`config.mk`:
```
export PLATFORM = sky130hd
export DESIGN_NAME = nvcp_programmer
export DESIGN_NICKNAME = d
export VERILOG_FILES = /design/src/inc/nvcp_pkg.sv /design/src/logic/nvcp_programmer.sv /design/src/logic/nvcp_cell_array.sv
export SDC_FILE = /design/constraint.sdc
export NUM_CORES = 1
export LEC_CHECK = 0
export BUFFER_PORTS_ARGS = -buffer_cell sky130_fd_sc_hd__buf_2
export CORE_UTILIZATION = 55
export CTS_CLUSTER_DIAMETER = 40
export DETAILED_ROUTE_END_ITERATION = 10
export GPL_ROUTABILITY_DRIVEN = 1
export HOLD_SLACK_MARGIN = 0.05
export MAX_ROUTING_LAYER = met4
export PLACE_DENSITY = 0.84
export SYNTH_ARGS = -nofsm -noshare
export SYNTH_HDL_FRONTEND = slang
export SYNTH_SLANG_ARGS = --single-unit
export TNS_END_PERCENT = 50
```
`constraint.sdc`:
```
create_clock -name clk_sys_i -period 2.8 [get_ports clk_sys_i]
set_input_delay 0.14 -clock clk_sys_i [delete_from_list [all_inputs] [get_ports clk_sys_i]]
set_output_delay 0.14 -clock clk_sys_i [all_outputs]
set_load 0.1 [all_outputs]
```
`src/inc/nvcp_pkg.sv`:
```
/*
 * Shared constants and types for the configuration cell programmer.
 * Assumes a single 100 MHz system clock and an 8-bit register port.
 */
package nvcp_pkg;
    // ====================================================================
    // Register map.
    localparam logic [6:0] NVCP_ADDR_SYSEVT  = 7'h61;
    localparam logic [6:0] NVCP_ADDR_STATUS  = 7'h70;
    localparam logic [6:0] NVCP_ADDR_STARTUP = 7'h73;
    localparam logic [6:0] NVCP_ADDR_DEVCFG  = 7'h74;
    localparam logic [6:0] NVCP_ADDR_CRC     = 7'h75;
    // ====================================================================
    // Field positions.
    localparam int NVCP_READY_BIT = 0;
    localparam int NVCP_ECC_BIT   = 1;
    localparam int NVCP_COUNT_LSB = 2;
    localparam int NVCP_FORCED_NORMAL_DEFAULT_BIT  = 3;
    localparam int NVCP_PO_BIT    = 4;
    // ====================================================================
    // Values and presets.
    localparam logic [7:0] NVCP_CRC_POLY       = 8'h2F;
    localparam logic [7:0] NVCP_CRC_INIT       = 8'hFF;
    localparam logic [7:0] NVCP_CRC_XOR        = 8'hFF;
    localparam logic [7:0] NVCP_PRESET_STARTUP = 8'h00;
    localparam logic [7:0] NVCP_PRESET_DEVCFG  = 8'h08;
    localparam logic [5:0] NVCP_COUNT_RESET    = 6'h00;
    localparam logic [5:0] NVCP_COUNT_MAX      = 6'h3F;
    localparam logic [7:0] NVCP_BYTE_ZERO      = 8'h00;
    // ====================================================================
    // Timing.
    localparam int NVCP_CLK_PERIOD_NS = 10;
    localparam int NVCP_BURN_TIME_US  = 20;
    localparam int NVCP_BURN_CYCLES   = NVCP_BURN_TIME_US * 1000 / NVCP_CLK_PERIOD_NS;
    // ====================================================================
    // Carriers.
    typedef struct packed {
        logic       wr;
        logic       rd;
        logic [6:0] addr;
        logic [7:0] wdata;
    } nvcp_reg_req_t;
    typedef struct packed {
        logic [7:0] devcfg;
        logic [7:0] startup;
    } nvcp_cfg_t;
endpackage : nvcp_pkg

```
`src/logic/nvcp_programmer.sv`:
```
/*
 * Configuration cell programmer: staging bytes, CRC confirmation,
 * burn control, status register and pin driven factory restore.
 * Assumes a decoded register port on clk_sys_i; pins are asynchronous.
 */
// Summary of operation
// - After any reset event, forced normal follows the cells' forced normal default bit.
// - A matching CRC starts the burn only in forced normal with status bit 0 set; a mismatch aborts without touching cells.
// - A successful burn ends with a system reset pulse.
// - Cell contents read as zero while the burn runs.
// - After programming, staging writes are blocked until presets are restored.
// - Status bit 0 is one when cells may be reprogrammed; preset one.
// - Status bits 7:2 count reprograms and saturate at all ones.
// - A factory restore also increments the saturating counter.
// - The counter never gates programming.
// - Status bit 1 shows a corrected single-bit cell error.
// - A multi-bit cell error suppresses the restart after reprogramming.
// - CRC is 8 bits, polynomial 0x2F, MSB first over both bytes.
// - CRC starts at 0xFF, no reflection, result inverted with 0xFF.
// - Lower staging byte is processed first, then the upper one.
// - After restore, a system reset follows and forced normal mode is entered.
// - Receive pin is high during restore, then follows the clamped bus.
// - Power-on flag sets when the device leaves off mode.
`timescale 1ns/1ns
module nvcp_programmer #(
    parameter int RESTORE_TIME_US = 100
) (
    input  wire logic                 clk_sys_i,
    input  wire logic                 rst_n_i,
    input  wire nvcp_pkg::nvcp_reg_req_t reg_req_i,
    input  wire logic                 reset_pin_n_i,
    input  wire logic                 canh_at_bat_i,
    input  wire logic                 canl_at_gnd_i,
    input  wire logic                 bus_dominant_i,
    input  wire logic                 power_up_i,
    output logic [7:0]                rdata_o,
    output logic                      rvalid_o,
    output logic                      forced_normal_o,
    output logic                      sys_reset_o,
    output logic                      receive_data_pin_o,
    output logic                      power_on_flag_o,
    output logic                      burn_busy_o
);
    import nvcp_pkg::*;

    localparam int RESTORE_CYCLES = (RESTORE_TIME_US * 1000 + NVCP_CLK_PERIOD_NS - 1) / NVCP_CLK_PERIOD_NS;

    typedef enum logic [1:0] {NVCP_IDLE, NVCP_BURN, NVCP_RESTORE} nvcp_state_t;

    nvcp_state_t state_q;
    nvcp_cfg_t   stage_q;
    nvcp_cfg_t   cells;
    logic [7:0]  crc_confirm_value_q;
    logic [3:0]  s1_q;
    logic [3:0]  s2_q;
    logic        pwr_prev_q;
    logic [31:0] hold_q;
    logic        rxd_hold_q;
    logic        burn_go;
    logic        restore_go;
    logic        busy;
    logic        done;
    logic        single;
    logic        multi;
    logic        nvm_ready_flag;
    logic [5:0]  program_count;
    logic        crc_ok;
    logic        wr_crc;
    logic        rst_pin_low;
    logic        restore_cond;

    // ====================================================================
    // CRC over the staged bytes.
    function automatic logic [7:0] nvcp_crc8(input nvcp_cfg_t c);
        logic [7:0] crc;
        crc = NVCP_CRC_INIT;
        for (int i = 0; i < 2; i++) begin
            crc = crc ^ (i == 0 ? c.startup : c.devcfg);
            for (int j = 0; j < 8; j++) begin
                crc = crc[7] ? ((crc << 1) ^ NVCP_CRC_POLY) : (crc << 1);
            end
        end
        return crc ^ NVCP_CRC_XOR;
    endfunction : nvcp_crc8

    // ====================================================================
    // Pin synchronisers; only the second stage is read by logic.
    always_ff @(posedge clk_sys_i) begin
        if (!rst_n_i) begin
            s1_q       <= 4'h1;
            s2_q       <= 4'h1;
            pwr_prev_q <= 1'b0;
        end else begin
            s1_q       <= {bus_dominant_i, power_up_i, canh_at_bat_i & canl_at_gnd_i, reset_pin_n_i};
            s2_q       <= s1_q;
            pwr_prev_q <= s2_q[2];
        end
    end

    assign rst_pin_low  = !s2_q[0];
    assign restore_cond = s2_q[2] && rst_pin_low && s2_q[1];

    // ====================================================================
    // Cell array.
    nvcp_cell_array u_cells (
        .clk_sys_i (clk_sys_i),
        .rst_n_i   (rst_n_i),
        .burn_i    (burn_go),
        .restore_i (restore_go),
        .wdata_i   (stage_q),
        .busy_o    (busy),
        .done_o    (done),
        .cfg_o     (cells),
        .single_o  (single),
        .multi_o   (multi),
        .ready_o   (nvm_ready_flag),
        .count_o   (program_count)
    );

    // The counter is deliberately absent from this start condition.
    assign wr_crc     = reg_req_i.wr && reg_req_i.addr == NVCP_ADDR_CRC;
    assign crc_ok     = reg_req_i.wdata == nvcp_crc8(stage_q);
    assign burn_go    = state_q == NVCP_IDLE && wr_crc && crc_ok && forced_normal_o && nvm_ready_flag;
    assign restore_go = state_q == NVCP_IDLE && restore_cond && hold_q == 32'(RESTORE_CYCLES - 1);

    // ====================================================================
    // Control sequence.
    always_ff @(posedge clk_sys_i) begin
        if (!rst_n_i) begin
            state_q <= NVCP_IDLE;
        end else begin
            case (state_q)
                NVCP_IDLE: begin
                    if (burn_go) state_q <= NVCP_BURN;
                    else if (restore_go) state_q <= NVCP_RESTORE;
                end
                NVCP_BURN, NVCP_RESTORE: begin
                    if (done) state_q <= NVCP_IDLE;
                end
                default: state_q <= NVCP_IDLE;
            endcase
        end
    end

    // Restore qualification time counts only while all conditions hold.
    // The count parks one past its trigger, so one power-up restores only once.
    always_ff @(posedge clk_sys_i) begin
        if (!rst_n_i) begin
            hold_q <= 32'h0000_0000;
        end else if (!restore_cond) begin
            hold_q <= 32'h0000_0000;
        end else if (state_q == NVCP_IDLE && hold_q != 32'(RESTORE_CYCLES)) begin
            hold_q <= hold_q + 32'h0000_0001;
        end
    end

    // Restart is withheld on a double error after a burn so a bad part stays visible.
    always_ff @(posedge clk_sys_i) begin
        if (!rst_n_i) begin
            sys_reset_o <= 1'b0;
        end else begin
            sys_reset_o <= done && !(state_q == NVCP_BURN && multi);
        end
    end

    always_ff @(posedge clk_sys_i) begin
        if (!rst_n_i) begin
            forced_normal_o <= 1'b1;
        end else if (sys_reset_o || rst_pin_low) begin
            forced_normal_o <= cells.devcfg[NVCP_FORCED_NORMAL_DEFAULT_BIT];
        end
    end

    // ====================================================================
    // Staging and confirmation registers.
    always_ff @(posedge clk_sys_i) begin
        if (!rst_n_i) begin
            stage_q <= {NVCP_PRESET_DEVCFG, NVCP_PRESET_STARTUP};
        end else if (done) begin
            stage_q <= cells;
        end else if (reg_req_i.wr && nvm_ready_flag && state_q == NVCP_IDLE) begin
            if (reg_req_i.addr == NVCP_ADDR_STARTUP) stage_q.startup <= reg_req_i.wdata;
            if (reg_req_i.addr == NVCP_ADDR_DEVCFG) stage_q.devcfg <= reg_req_i.wdata;
        end
    end

    always_ff @(posedge clk_sys_i) begin
        if (!rst_n_i) begin
            crc_confirm_value_q <= NVCP_BYTE_ZERO;
        end else if (wr_crc) begin
            crc_confirm_value_q <= reg_req_i.wdata;
        end
    end

    // ====================================================================
    // Power-on flag: set on leaving power-up, write one to clear, set wins.
    always_ff @(posedge clk_sys_i) begin
        if (!rst_n_i) begin
            power_on_flag_o <= 1'b0;
        end else if (pwr_prev_q && !s2_q[2]) begin
            power_on_flag_o <= 1'b1;
        end else if (reg_req_i.wr && reg_req_i.addr == NVCP_ADDR_SYSEVT && reg_req_i.wdata[NVCP_PO_BIT]) begin
            power_on_flag_o <= 1'b0;
        end
    end

    // Receive pin stays high from restore start until the power-on flag sets.
    always_ff @(posedge clk_sys_i) begin
        if (!rst_n_i) begin
            rxd_hold_q <= 1'b0;
        end else if (restore_go) begin
            rxd_hold_q <= 1'b1;
        end else if (power_on_flag_o && state_q != NVCP_RESTORE) begin
            rxd_hold_q <= 1'b0;
        end
    end

    always_ff @(posedge clk_sys_i) begin
        if (!rst_n_i) begin
            receive_data_pin_o <= 1'b1;
            burn_busy_o        <= 1'b0;
        end else begin
            receive_data_pin_o <= restore_go || rxd_hold_q || !s2_q[3];
            burn_busy_o        <= busy;
        end
    end

    // ====================================================================
    // Register read port, answered one cycle after the request.
    always_ff @(posedge clk_sys_i) begin
        if (!rst_n_i) begin
            rdata_o  <= NVCP_BYTE_ZERO;
            rvalid_o <= 1'b0;
        end else begin
            rvalid_o <= reg_req_i.rd;
            rdata_o  <= NVCP_BYTE_ZERO;
            if (reg_req_i.rd) begin
                case (reg_req_i.addr)
                    NVCP_ADDR_STATUS:  rdata_o <= {program_count, single, nvm_ready_flag};
                    NVCP_ADDR_STARTUP: rdata_o <= busy ? NVCP_BYTE_ZERO : stage_q.startup;
                    NVCP_ADDR_DEVCFG:  rdata_o <= busy ? NVCP_BYTE_ZERO : stage_q.devcfg;
                    NVCP_ADDR_CRC:     rdata_o <= crc_confirm_value_q;
                    NVCP_ADDR_SYSEVT:  rdata_o <= {3'h0, power_on_flag_o, 4'h0};
                    default:           rdata_o <= NVCP_BYTE_ZERO;
                endcase
            end
        end
    end
endmodule : nvcp_programmer

```
`src/logic/nvcp_cell_array.sv`:
```
/*
 * Configuration cell array with SECDED check bits, burn timer and
 * saturating program counter.
 * Assumes burn and restore requests arrive as one-cycle pulses while idle.
 */
`timescale 1ns/1ns
module nvcp_cell_array (
    input  wire logic              clk_sys_i,
    input  wire logic              rst_n_i,
    input  wire logic              burn_i,
    input  wire logic              restore_i,
    input  wire nvcp_pkg::nvcp_cfg_t wdata_i,
    output logic                   busy_o,
    output logic                   done_o,
    output nvcp_pkg::nvcp_cfg_t    cfg_o,
    output logic                   single_o,
    output logic                   multi_o,
    output logic                   ready_o,
    output logic [5:0]             count_o
);
    import nvcp_pkg::*;

    localparam logic [15:0] PRESET_CELLS = {NVCP_PRESET_DEVCFG, NVCP_PRESET_STARTUP};

    logic [15:0] cells_q;
    logic [4:0]  chk_q;
    logic        par_q;
    logic [15:0] pend_q;
    logic [15:0] cnt_q;
    logic        restore_q;
    logic [4:0]  syn;
    logic        perr;
    logic [15:0] fixed;

    // ====================================================================
    // Hamming syndrome; data bits sit at the non-power-of-two positions.
    function automatic logic [4:0] nvcp_syn(input logic [15:0] d);
        logic [4:0] s;
        logic [4:0] p;
        s = 5'h00;
        p = 5'h03;
        for (int k = 0; k < 16; k++) begin
            if (d[k]) s = s ^ p;
            p = p + 5'h01;
            if (p == 5'h04 || p == 5'h08 || p == 5'h10) p = p + 5'h01;
        end
        return s;
    endfunction : nvcp_syn

    always_comb begin
        logic [4:0] p;
        p     = 5'h03;
        syn   = chk_q ^ nvcp_syn(cells_q);
        perr  = (^cells_q) ^ (^chk_q) ^ par_q;
        fixed = cells_q;
        for (int k = 0; k < 16; k++) begin
            if (perr && syn == p) fixed[k] = ~cells_q[k];
            p = p + 5'h01;
            if (p == 5'h04 || p == 5'h08 || p == 5'h10) p = p + 5'h01;
        end
    end

    // ====================================================================
    // Burn timer. Reads are meaningless while it runs, so cfg_o is zeroed.
    always_ff @(posedge clk_sys_i) begin
        if (!rst_n_i) begin
            busy_o    <= 1'b0;
            done_o    <= 1'b0;
            cnt_q     <= 16'h0000;
            pend_q    <= 16'h0000;
            restore_q <= 1'b0;
        end else begin
            done_o <= 1'b0;
            if (!busy_o && (burn_i || restore_i)) begin
                busy_o    <= 1'b1;
                cnt_q     <= 16'(NVCP_BURN_CYCLES - 1);
                restore_q <= restore_i;
                pend_q    <= restore_i ? {NVCP_PRESET_DEVCFG, NVCP_PRESET_STARTUP} : wdata_i;
            end else if (busy_o) begin
                if (cnt_q == 16'h0000) begin
                    busy_o <= 1'b0;
                    done_o <= 1'b1;
                end else begin
                    cnt_q <= cnt_q - 16'h0001;
                end
            end
        end
    end

    always_ff @(posedge clk_sys_i) begin
        if (!rst_n_i) begin
            // Check bits must match the presets, or reset itself reads as a bit error.
            cells_q <= PRESET_CELLS;
            chk_q   <= nvcp_syn(PRESET_CELLS);
            par_q   <= (^PRESET_CELLS) ^ (^nvcp_syn(PRESET_CELLS));
            ready_o <= 1'b1;
            count_o <= NVCP_COUNT_RESET;
        end else begin
            if (busy_o && cnt_q == 16'h0000) begin
                cells_q <= pend_q;
                chk_q   <= nvcp_syn(pend_q);
                par_q   <= (^pend_q) ^ (^nvcp_syn(pend_q));
                ready_o <= restore_q;
                if (count_o != NVCP_COUNT_MAX) count_o <= count_o + 6'h01;
            end
        end
    end

    always_comb begin
        cfg_o    = busy_o ? nvcp_cfg_t'(16'h0000) : nvcp_cfg_t'(fixed);
        single_o = perr;
        multi_o  = !perr && syn != 5'h00;
    end
endmodule : nvcp_cell_array

```
==> load_flow_metrics.sql, run 1 <==
INSERT INTO impl_metrics (metric_group, metric, value, unit) VALUES
('status', 'outcome', 'finished with violations', ''),
('status', 'violations_in_the_final_reports', 'setup timing', ''),
('clocking', 'clock-sinks', '146', ''),
('timing', 'finalClockSkew', '0.00915', 'ns'),
('placement', 'placement.io_buffers', '37', ''),
('clocking', 'cts_inserted_buffers', '17', ''),
('yosys', 'synth_flop_type', 'dfxtp_1', ''),
('finish', 'final_core_utilization', '68.5', '%'),
('critical_path', 'rr_worst_depth', '8', ''),
('yosys', 'synthMostInstantiatedCell', 'dfxtp_1', ''),
('finish', 'inserted_diodes', '0', ''),
('yosys', 'mappedNetlistArea', '0.00753', 'mm^2'),
('placement', 'placed_wire_length_estimate_after_detailed_placement', '13100', 'um'),
('yosys', 'post_synth_main_area_contributors', 'dfxtp_1 (39%), xnor2_1 (12%), xor2_1 (6.1%), nand2_1 (4.9%), nor2_1 (4.0%)', ''),
('yosys', 'post_synthesis_cells', '842', ''),
('global_route', 'grt.total_usage', '29.7', '%'),
('pwr', 'switching_power', '1040', 'uW'),
('finish', 'num-fill-cells', '913', ''),
('critical_path', 'critical_path_class', 'register to register', ''),
('timing', 'grt_setup_unrepaired', 'true', ''),
('critical_path', 'critPathRequiredTime', '3.13', 'ns'),
('pwr', 'internal_power', '3610', 'uW'),
('routing', 'wl_per_cell', '17.6', 'um'),
('timing', 'maxSlewHeadroom', '60.0', '%'),
('pwr', 'power.share.switching', '22.4', '%'),
('yosys', 'post_synthesis_simple_gate_area_fraction', '20.5', '%'),
('yosys', 'yosys.area_share.xor_xnor', '22.8', '%'),
('pwr', 'pwr-share-comb', '3.6', '%'),
('routing', 'vias', '6533', ''),
('finish', 'final_cell_area', '0.00911', 'mm^2'),
('timing', 'clock.fmax', '349', 'MHz'),
('critical_path', 'critical_path_arrival', '3.19', 'ns'),
('yosys', 'synth_top_family_by_area', 'XOR/XNOR gates', ''),
('pwr', 'total_leakage_power', '0.00359', 'uW'),
('yosys', 'synth-seq-cells', '146', ''),
('clocking', 'worst_skew_pair.late_latency', '0.43', 'ns'),
('finish', 'multi_input_gate_area', '0.00451', 'mm^2'),
('yosys', 'synthDominantCellAreaShare', '38.8', '%'),
('yosys', 'yosys.area_share.adder', '1.16', '%'),
('routing', 'ant_nets', '0', ''),
('yosys', 'synthesis.area_per_instance', '8.94', 'um^2'),
('timing', 'finalHoldViolations', '0', ''),
('timing', 'fin_worst_hold_slack', '0.0774', 'ns'),
('critical_path', 'start_kind', 'register', ''),
('yosys', 'synth_enable_flop_cells', '0', ''),
('finish', 'finish.net_count', '962', ''),
('global_route', 'antenna_found_initial', '0', ''),
('finish', 'drive_above_1_share', '17.5', '%'),
('global_route', 'grt_max_degree', '41', ''),
('yosys', 'synth_largest_area_cell', 'dfxtp_1', ''),
('global_route', 'globalRoute.totalOverflow', '0', ''),
('timing', 'setup_viol_count_final', '17', ''),
('timing', 'finalWorstSetupSlack', '-0.0673', 'ns'),
('pwr', 'p_seq_share', '44.8', '%'),
('die', 'fp.dieArea', '0.0142', 'mm^2'),
('die', 'ioPinCount', '38', ''),
('finish', 'ff_latch_area', '0.00294', 'mm^2'),
('routing', 'drt_pass1_iterations', '6', ''),
('timing', 'layout_worst_path_cycle_share', '102', '%'),
('yosys', 'postSynthNetCount', '873', ''),
('yosys', 'fraction_of_the_mapped_netlist_area_in_compound_gates', '12.7', '%'),
('routing', 'wirelength_routed', '19700', 'um'),
('die', 'rows', '42', ''),
('placement', 'globalplace.congestion', '0.917', ''),
('yosys', 'yosysWarnings', '0', ''),
('global_route', 'grt_pass1_wl', '31800', 'um'),
('min_path', 'worst_hold_path_type', 'input port to register', ''),
('clocking', 'cts_root_buf', 'clkbuf_16', ''),
('routing', 'total_drc_errors_in_the_routed_layout', '0', ''),
('pwr', 'pwr-share-clk', '51.6', '%'),
('yosys', 'synth_commonest_cells', 'dfxtp_1 (146), xnor2_1 (100), nand2_1 (99), nor2_1 (80), xor2_1 (52)', '');
-- cell type report --
class / instances / share of cell area [%]
tap: 176 / 2.42
multi-input combinational: 646 / 49.5
clock buffer: 19 / 4.97
timing repair buffer: 105 / 8.39
clock inverter: 13 / 1.87
sequential: 146 / 32.3
inverter: 15 / 0.618
-- state kept, by name, summed over array words and instances, names as in the netlist, 2 cells and up --
| register | cells |
|---|---|
| hold_q | 32 |
| stage_q | 16 |
| u_cells.cells_q | 16 |
| u_cells.cnt_q | 16 |
| u_cells.pend_q | 16 |
| crc_confirm_value_q | 8 |
| rdata_o | 8 |
| u_cells.count_o | 6 |
| u_cells.chk_q | 5 |
| s1_q | 4 |
| s2_q | 4 |
| state_q | 2 |
-- power by group through the flow --
stage	Sequential, uW	Clock, uW	Combinational [uW]
5_1_grt	2090	2510	177
2_1_floorplan	2150	0	75.7
3_5_place_dp	2140	0	143
6_report	2090	2400	166
4_1_cts	2090	2410	160
3_3_place_gp	2140	0	142
-- final timing paths --
path,slack [ns],from,end
worst max-delay path,-0.07,stage_q[15]$_SDFFE_PN0P_,u_cells.pend_q[11]$_SDFFE_PN0P_
worst min-delay path,0.08,reg_req_i[16],crc_confirm_value_q[6]$_SDFFE_PN0P_
worst max register to register,-0.07,stage_q[15]$_SDFFE_PN0P_,u_cells.pend_q[11]$_SDFFE_PN0P_
worst min register to register,0.41,s2_q[3]$_SDFF_PN0_,receive_data_pin_o$_SDFF_PN1_
-- worst max-delay path, cell delays in order (launching register included) --
cell	delay, ns
dfxtp_4	0.36
xnor3_1	0.44
xnor2_1	0.26
xnor2_2	0.15
mux2i_2	0.30
nand4_1	0.16
a2111o_1	0.40
or4_4	0.55
o211a_1	0.13
-- logic make-up after synthesis --
group,Yosys count
flops,146
xor+xnor,170
simple gates,322
mux,7
fa+ha+maj,7
compound gates,139
buf+inv,51
-- what timing repair did --
action                     CTS  global route
hold endpoints to repair    12             0
setup endpoints to repair   38            47
pin swaps                   16            13
cloned                       1             0
buffers inserted             3             1
hold buffers                13             0
resized for setup           11            22
-- routing by layer --
layer	global-route usage [%]	routed length, um	share of wire [%]
met5	-	0	0
met4	14.9	839	4.3
met3	7.42	1720	8.7
met2	45.4	8960	45
met1	36.5	8180	42
-- metrics by stage --
step / TNS, ns / cells / total power [uW]
floorplan: -0.0522 / 842 / 2230
global placement: -1.50 / 1070 / 2280
detailed placement: -2.69 / 1070 / 2280
CTS: -0.0327 / 1119 / 4660
global route: -1.52 / 1120 / 4780
finish: -0.724 / 1120 / 4650
-- placed cells by master, fill, tap and decap left out, types with 11 or more instances in the layout --
cell and instances:
dlygate4sd3_1 13, buf_4 50, and2_1 14, nand2_1 99, xnor2_1 93, a22o_1 21, a21oi_1 50, and3_1 15
inv_1 14, xnor2_2 11, nand3_1 28, dfxtp_1 139, o21ai_0 15, xor2_1 49, nor3_1 23, buf_2 37
nor2_1 80, clkbuf_16 17
Note: power is estimated with default switching activity, not from simulation.
==> run 2, diff against run 1 <==
--- a/config.mk
+++ b/config.mk
@@ -12,8 +12,10 @@
 export GPL_ROUTABILITY_DRIVEN = 1
 export HOLD_SLACK_MARGIN = 0.05
 export MAX_ROUTING_LAYER = met4
-export PLACE_DENSITY = 0.84
+export PLACE_DENSITY = 0.83
+export SKIP_LAST_GASP = 1
 export SYNTH_ARGS = -nofsm -noshare
 export SYNTH_HDL_FRONTEND = slang
+export SYNTH_HIERARCHICAL = 1
 export SYNTH_SLANG_ARGS = --single-unit
 export TNS_END_PERCENT = 50
==> constraint.sdc (replaced) <==
create_clock -name clk_sys_i -period 2.6 [get_ports clk_sys_i]
set_input_delay 0.13 -clock clk_sys_i [delete_from_list [all_inputs] [get_ports clk_sys_i]]
set_output_delay 0.13 -clock clk_sys_i [all_outputs]
set_load 0.1 [all_outputs]
==> run 2 against run 1 <==
Net effect: the flow still finishes with violations (setup timing); routed wire length rose by 19%; clock power barely moved; register-to-register slack got worse by 0.38 ns; utilization rose by 3.6 points; sequential cell count did not move; clock skew rose by 0.0053 ns.
==> load_flow_metrics.sql, run 2 <==
INSERT INTO impl_metrics (metric_group, metric, value, unit) VALUES
('yosys', 'post_synthesis_cells', '888', ''),
('yosys', 'post_synthesis_simple_gate_area_fraction', '22.2', '%'),
('yosys', 'synthMostInstantiatedCell', 'dfxtp_1', ''),
('routing', 'wirelength_routed', '23500', 'um'),
('status', 'violations_in_the_final_reports', 'setup timing', ''),
('die', 'ioPinCount', '38', ''),
('routing', 'wl_per_cell', '19.3', 'um'),
('critical_path', 'critical_path_class', 'register to register', ''),
('clocking', 'tritoncts_clock_tree', 'built', ''),
('global_route', 'grt_max_degree', '51', ''),
('pwr', 'max_ir_drop_vdd', '0.479', 'mV'),
('yosys', 'synth_commonest_cells', 'dfxtp_1 (146), nand2_1 (90), nor2_1 (85), xnor2_1 (83), clkbuf_1 (41)', ''),
('global_route', 'antenna_found_initial', '0', ''),
('min_path', 'worst_hold_path_type', 'input port to register', ''),
('clocking', 'cts_root_buf', 'clkbuf_16', ''),
('yosys', 'postSynthNetCount', '919', ''),
('finish', 'flow.area_growth_from_synthesis', '25.9', '%'),
('yosys', 'yosys.cell_types.count', '66', ''),
('placement', 'placed_cells', '1159', ''),
('pwr', 'total_leakage_power', '0.00398', 'uW'),
('yosys', 'async_flop_share', '0', '%'),
('finish', 'final_cell_count_no_fill', '1213', ''),
('pwr', 'pwr-share-comb', '3.5', '%'),
('yosys', 'synth_top_family_by_area', 'simple AND/OR/NAND/NOR gates', ''),
('critical_path', 'cp.buffers_inverters', '1', ''),
('critical_path', 'largest_delay_share_family_worst_path', 'XOR/XNOR gates', ''),
('pwr', 'switching_power', '1100', 'uW'),
('critical_path', 'worstPathMaxFanout', '15', ''),
('job', 'cap_violations', '0', ''),
('routing', 'drt_pass1_iterations', '5', ''),
('die', 'chipHeight', '123', 'um'),
('timing', 'grt_setup_unrepaired', 'true', ''),
('clocking', 'ctsLongestPathBuffers', '2', ''),
('critical_path', 'path_cells', 'xor3_2 > xnor2_4 > xor3_1 > nor2_1 > mux2i_2 > a2111oi_4 > o21bai_2 > and2_4 > buf_8 > a22o_1', ''),
('timing', 'finalHoldViolations', '0', ''),
('yosys', 'yosys.area_share.adder', '1.08', '%'),
('routing', 'drt-initial-drc-count', '673', ''),
('timing', 'finalWorstSetupSlack', '-0.444', 'ns'),
('yosys', 'synth_flop_type', 'dfxtp_1', ''),
('pwr', 'power.share.switching', '22.8', '%'),
('yosys', 'synth-seq-cells', '146', ''),
('yosys', 'synthesis.area_per_instance', '9.09', 'um^2'),
('yosys', 'synth_mux_area_share', '4.82', '%'),
('clocking', 'clock-sinks', '146', ''),
('finish', 'most-common-layout-cells', 'dfxtp_1 (137), buf_4 (102), nand2_1 (88)', ''),
('pwr', 'p_seq_share', '46.6', '%'),
('die', 'rows', '43', ''),
('global_route', 'globalRoute.totalOverflow', '0', ''),
('yosys', 'fraction_of_the_mapped_netlist_area_in_compound_gates', '11.9', '%'),
('critical_path', 'cpPeakStageDelay', '0.54', 'ns'),
('yosys', 'yosysWarnings', '6', ''),
('yosys', 'post_synth_main_area_contributors', 'dfxtp_1 (36%), xnor2_1 (9.0%), nand2_1 (4.2%), xor2_1 (4.1%), nor2_1 (4.0%)', ''),
('clocking', 'worst_skew_pair.late_latency', '0.44', 'ns'),
('timing', 'fin_worst_hold_slack', '0.0904', 'ns'),
('critical_path', 'start_kind', 'register', ''),
('clocking', 'clock_tree.htree_level_count', '4', ''),
('status', 'outcome', 'finished with violations', ''),
('die', 'fp.dieArea', '0.0152', 'mm^2'),
('clocking', 'cts_inserted_buffers', '17', ''),
('routing', 'detail_route.vias_per_cell', '6.02', ''),
('critical_path', 'critical_path_arrival', '3.37', 'ns'),
('clocking', 'clk_transition_reported_paths', '0.06', 'ns'),
('routing', 'vias', '7305', ''),
('pwr', 'internal_power', '3730', 'uW'),
('placement', 'placement.io_buffers', '37', ''),
('yosys', 'synthDominantCellAreaShare', '36.2', '%'),
('finish', 'inserted_diodes', '0', ''),
('global_route', 'grt.total_usage', '31.4', '%'),
('timing', 'clock.fmax', '329', 'MHz'),
('timing', 'period_minus_slack', '3.04', 'ns'),
('global_route', 'first_global_vias', '6853', ''),
('timing', 'maxSlewHeadroom', '56.6', '%'),
('critical_path', 'cpMaxStageDelayCell', 'xor3_2', ''),
('routing', 'ant_nets', '0', ''),
('die', 'die_w', '123', 'um'),
('yosys', 'yosysSeqAreaShare', '36.2', '%'),
('timing', 'layout_worst_path_cycle_share', '117', '%'),
('finish', 'layout.cells.most_common', 'dfxtp_1', ''),
('placement', 'placed_wire_length_estimate_after_detailed_placement', '14300', 'um'),
('finish', 'largest_register_ffs', '32', ''),
('finish', 'top_register', 'hold_q', ''),
('timing', 'finalClockSkew', '0.0144', 'ns'),
('pwr', 'power-per-cell-area', '475', 'mW/mm^2'),
('timing', 'timing_worst_slew_pin_value', '0.646', 'ns'),
('die', 'floorplan_core_area', '0.0141', 'mm^2'),
('placement', 'globalplace.congestion', '0.900', ''),
('finish', 'drive_above_1_share', '24.7', '%'),
('pwr', 'pwr-share-clk', '49.9', '%'),
('critical_path', 'critPathRequiredTime', '2.93', 'ns'),
('global_route', 'grt_pass1_wl', '34800', 'um'),
('yosys', 'synth_largest_area_cell', 'dfxtp_1', ''),
('finish', 'finish.net_count', '1053', ''),
('yosys', 'synth_enable_flop_cells', '0', ''),
('yosys', 'mappedNetlistArea', '0.00807', 'mm^2'),
('timing', 'timing_max_transition_violations_final', '0', ''),
('timing', 'setup_viol_count_final', '53', ''),
('die', 'starting_density_of_the_core', '57.3', '%'),
('critical_path', 'critical_path.endpoint_type', 'register', ''),
('routing', 'total_drc_errors_in_the_routed_layout', '0', ''),
('yosys', 'yosys.area_share.xor_xnor', '20.6', '%');
## run 2: cell types whose count changed in the layout (fill, tap and decap cells not counted), sizes merged, moves of 14 or more
cell and change:
a21boi +33, a21oi -33, and2 +22, buf +54, mux2i +16, nor2b +14
nor3 -16
## run 2: cells by family after synthesis
| group | count (synthesis) |
|---|---|
| xor gates and xnor gates | 148 |
| DFF | 146 |
| AOI/OAI and AO/OA | 134 |
| muxes | 36 |
| adders and majority gates | 7 |
| and+or+nand+nor | 353 |
| buffers and inverters | 64 |
## run 2: final timing paths
check,cells after the start,slack (ns),endpoint,startpoint
min reg2reg,1,0.42,receive_data_pin_o$_SDFF_PN1_,s2_q[3]$_SDFF_PN0_
min,3,0.09,crc_confirm_value_q[7]$_SDFFE_PN0P_,reg_req_i[16]
max,10,-0.44,u_cells/pend_q[4]$_SDFFE_PN0P_,stage_q[6]$_SDFFE_PN0P_
max reg2reg,10,-0.44,u_cells/pend_q[4]$_SDFFE_PN0P_,stage_q[6]$_SDFFE_PN0P_
## run 2: layout make-up
type                       instances  area, um^2
inverter                          18        67.6
timing repair buffer             160        1180
tap                              180         225
multi-input combinational        679        5180
clock inverter                    11         134
fill                             906        3940
clock buffer                      19         433
sequential                       146        2940
## run 2: power by group through the flow
stage | Clock, uW | Sequential (uW) | Combinational (uW)
2_1_floorplan | 0 | 2310 | 73.8
3_3_place_gp | 0 | 2300 | 134
3_5_place_dp | 0 | 2300 | 137
4_1_cts | 2400 | 2250 | 157
5_1_grt | 2510 | 2250 | 175
6_report | 2410 | 2250 | 168
## run 2: routing by layer
layer	track usage, %	up-vias	part of all wire (%)
li1	-	3330	-
met1	38.4	3507	40
met2	48.8	371	48
met3	7.10	97	7.5
met4	15.5	0	4.5
met5	-	-	0
## run 2: timing repair
| action | in CTS | in global routing |
|---|---|---|
| hold buffers | 14 | 0 |
| cloned | 1 | 0 |
| setup buffers | 8 | 2 |
| resized for setup | 33 | 32 |
| endpoints found under the hold margin | 13 | 0 |
| endpoints found under the setup margin | 51 | 54 |
| pin swaps | 16 | 13 |
## run 2: metrics by stage
stage / total power, uW / cell area [um^2] / setup TNS (ns) / utilization (%) / worst slack, ns
after floorplan: 2380 / 8140 / -7.26 / - / -0.381
after global routing: 4930 / 10200 / -20.02 / 72.1 / -0.501
after detailed placement: 2430 / 9100 / -13.26 / 64.5 / -0.388
final: 4830 / 10200 / -17.09 / 72.1 / -0.444
after global placement: 2430 / 9100 / -7.52 / 64.5 / -0.248
after CTS: 4810 / 9990 / -8.06 / 70.9 / -0.265
## run 2: worst register-to-register path, cell delays in order (launching register included)
cell and delay, ns:
dfxtp_2 0.36, xor3_2 0.54, xnor2_4 0.25, xor3_1 0.42, nor2_1 0.17, mux2i_2 0.11, a2111oi_4 0.41, o21bai_2 0.13
and2_4 0.16, buf_8 0.14, a22o_1 0.24
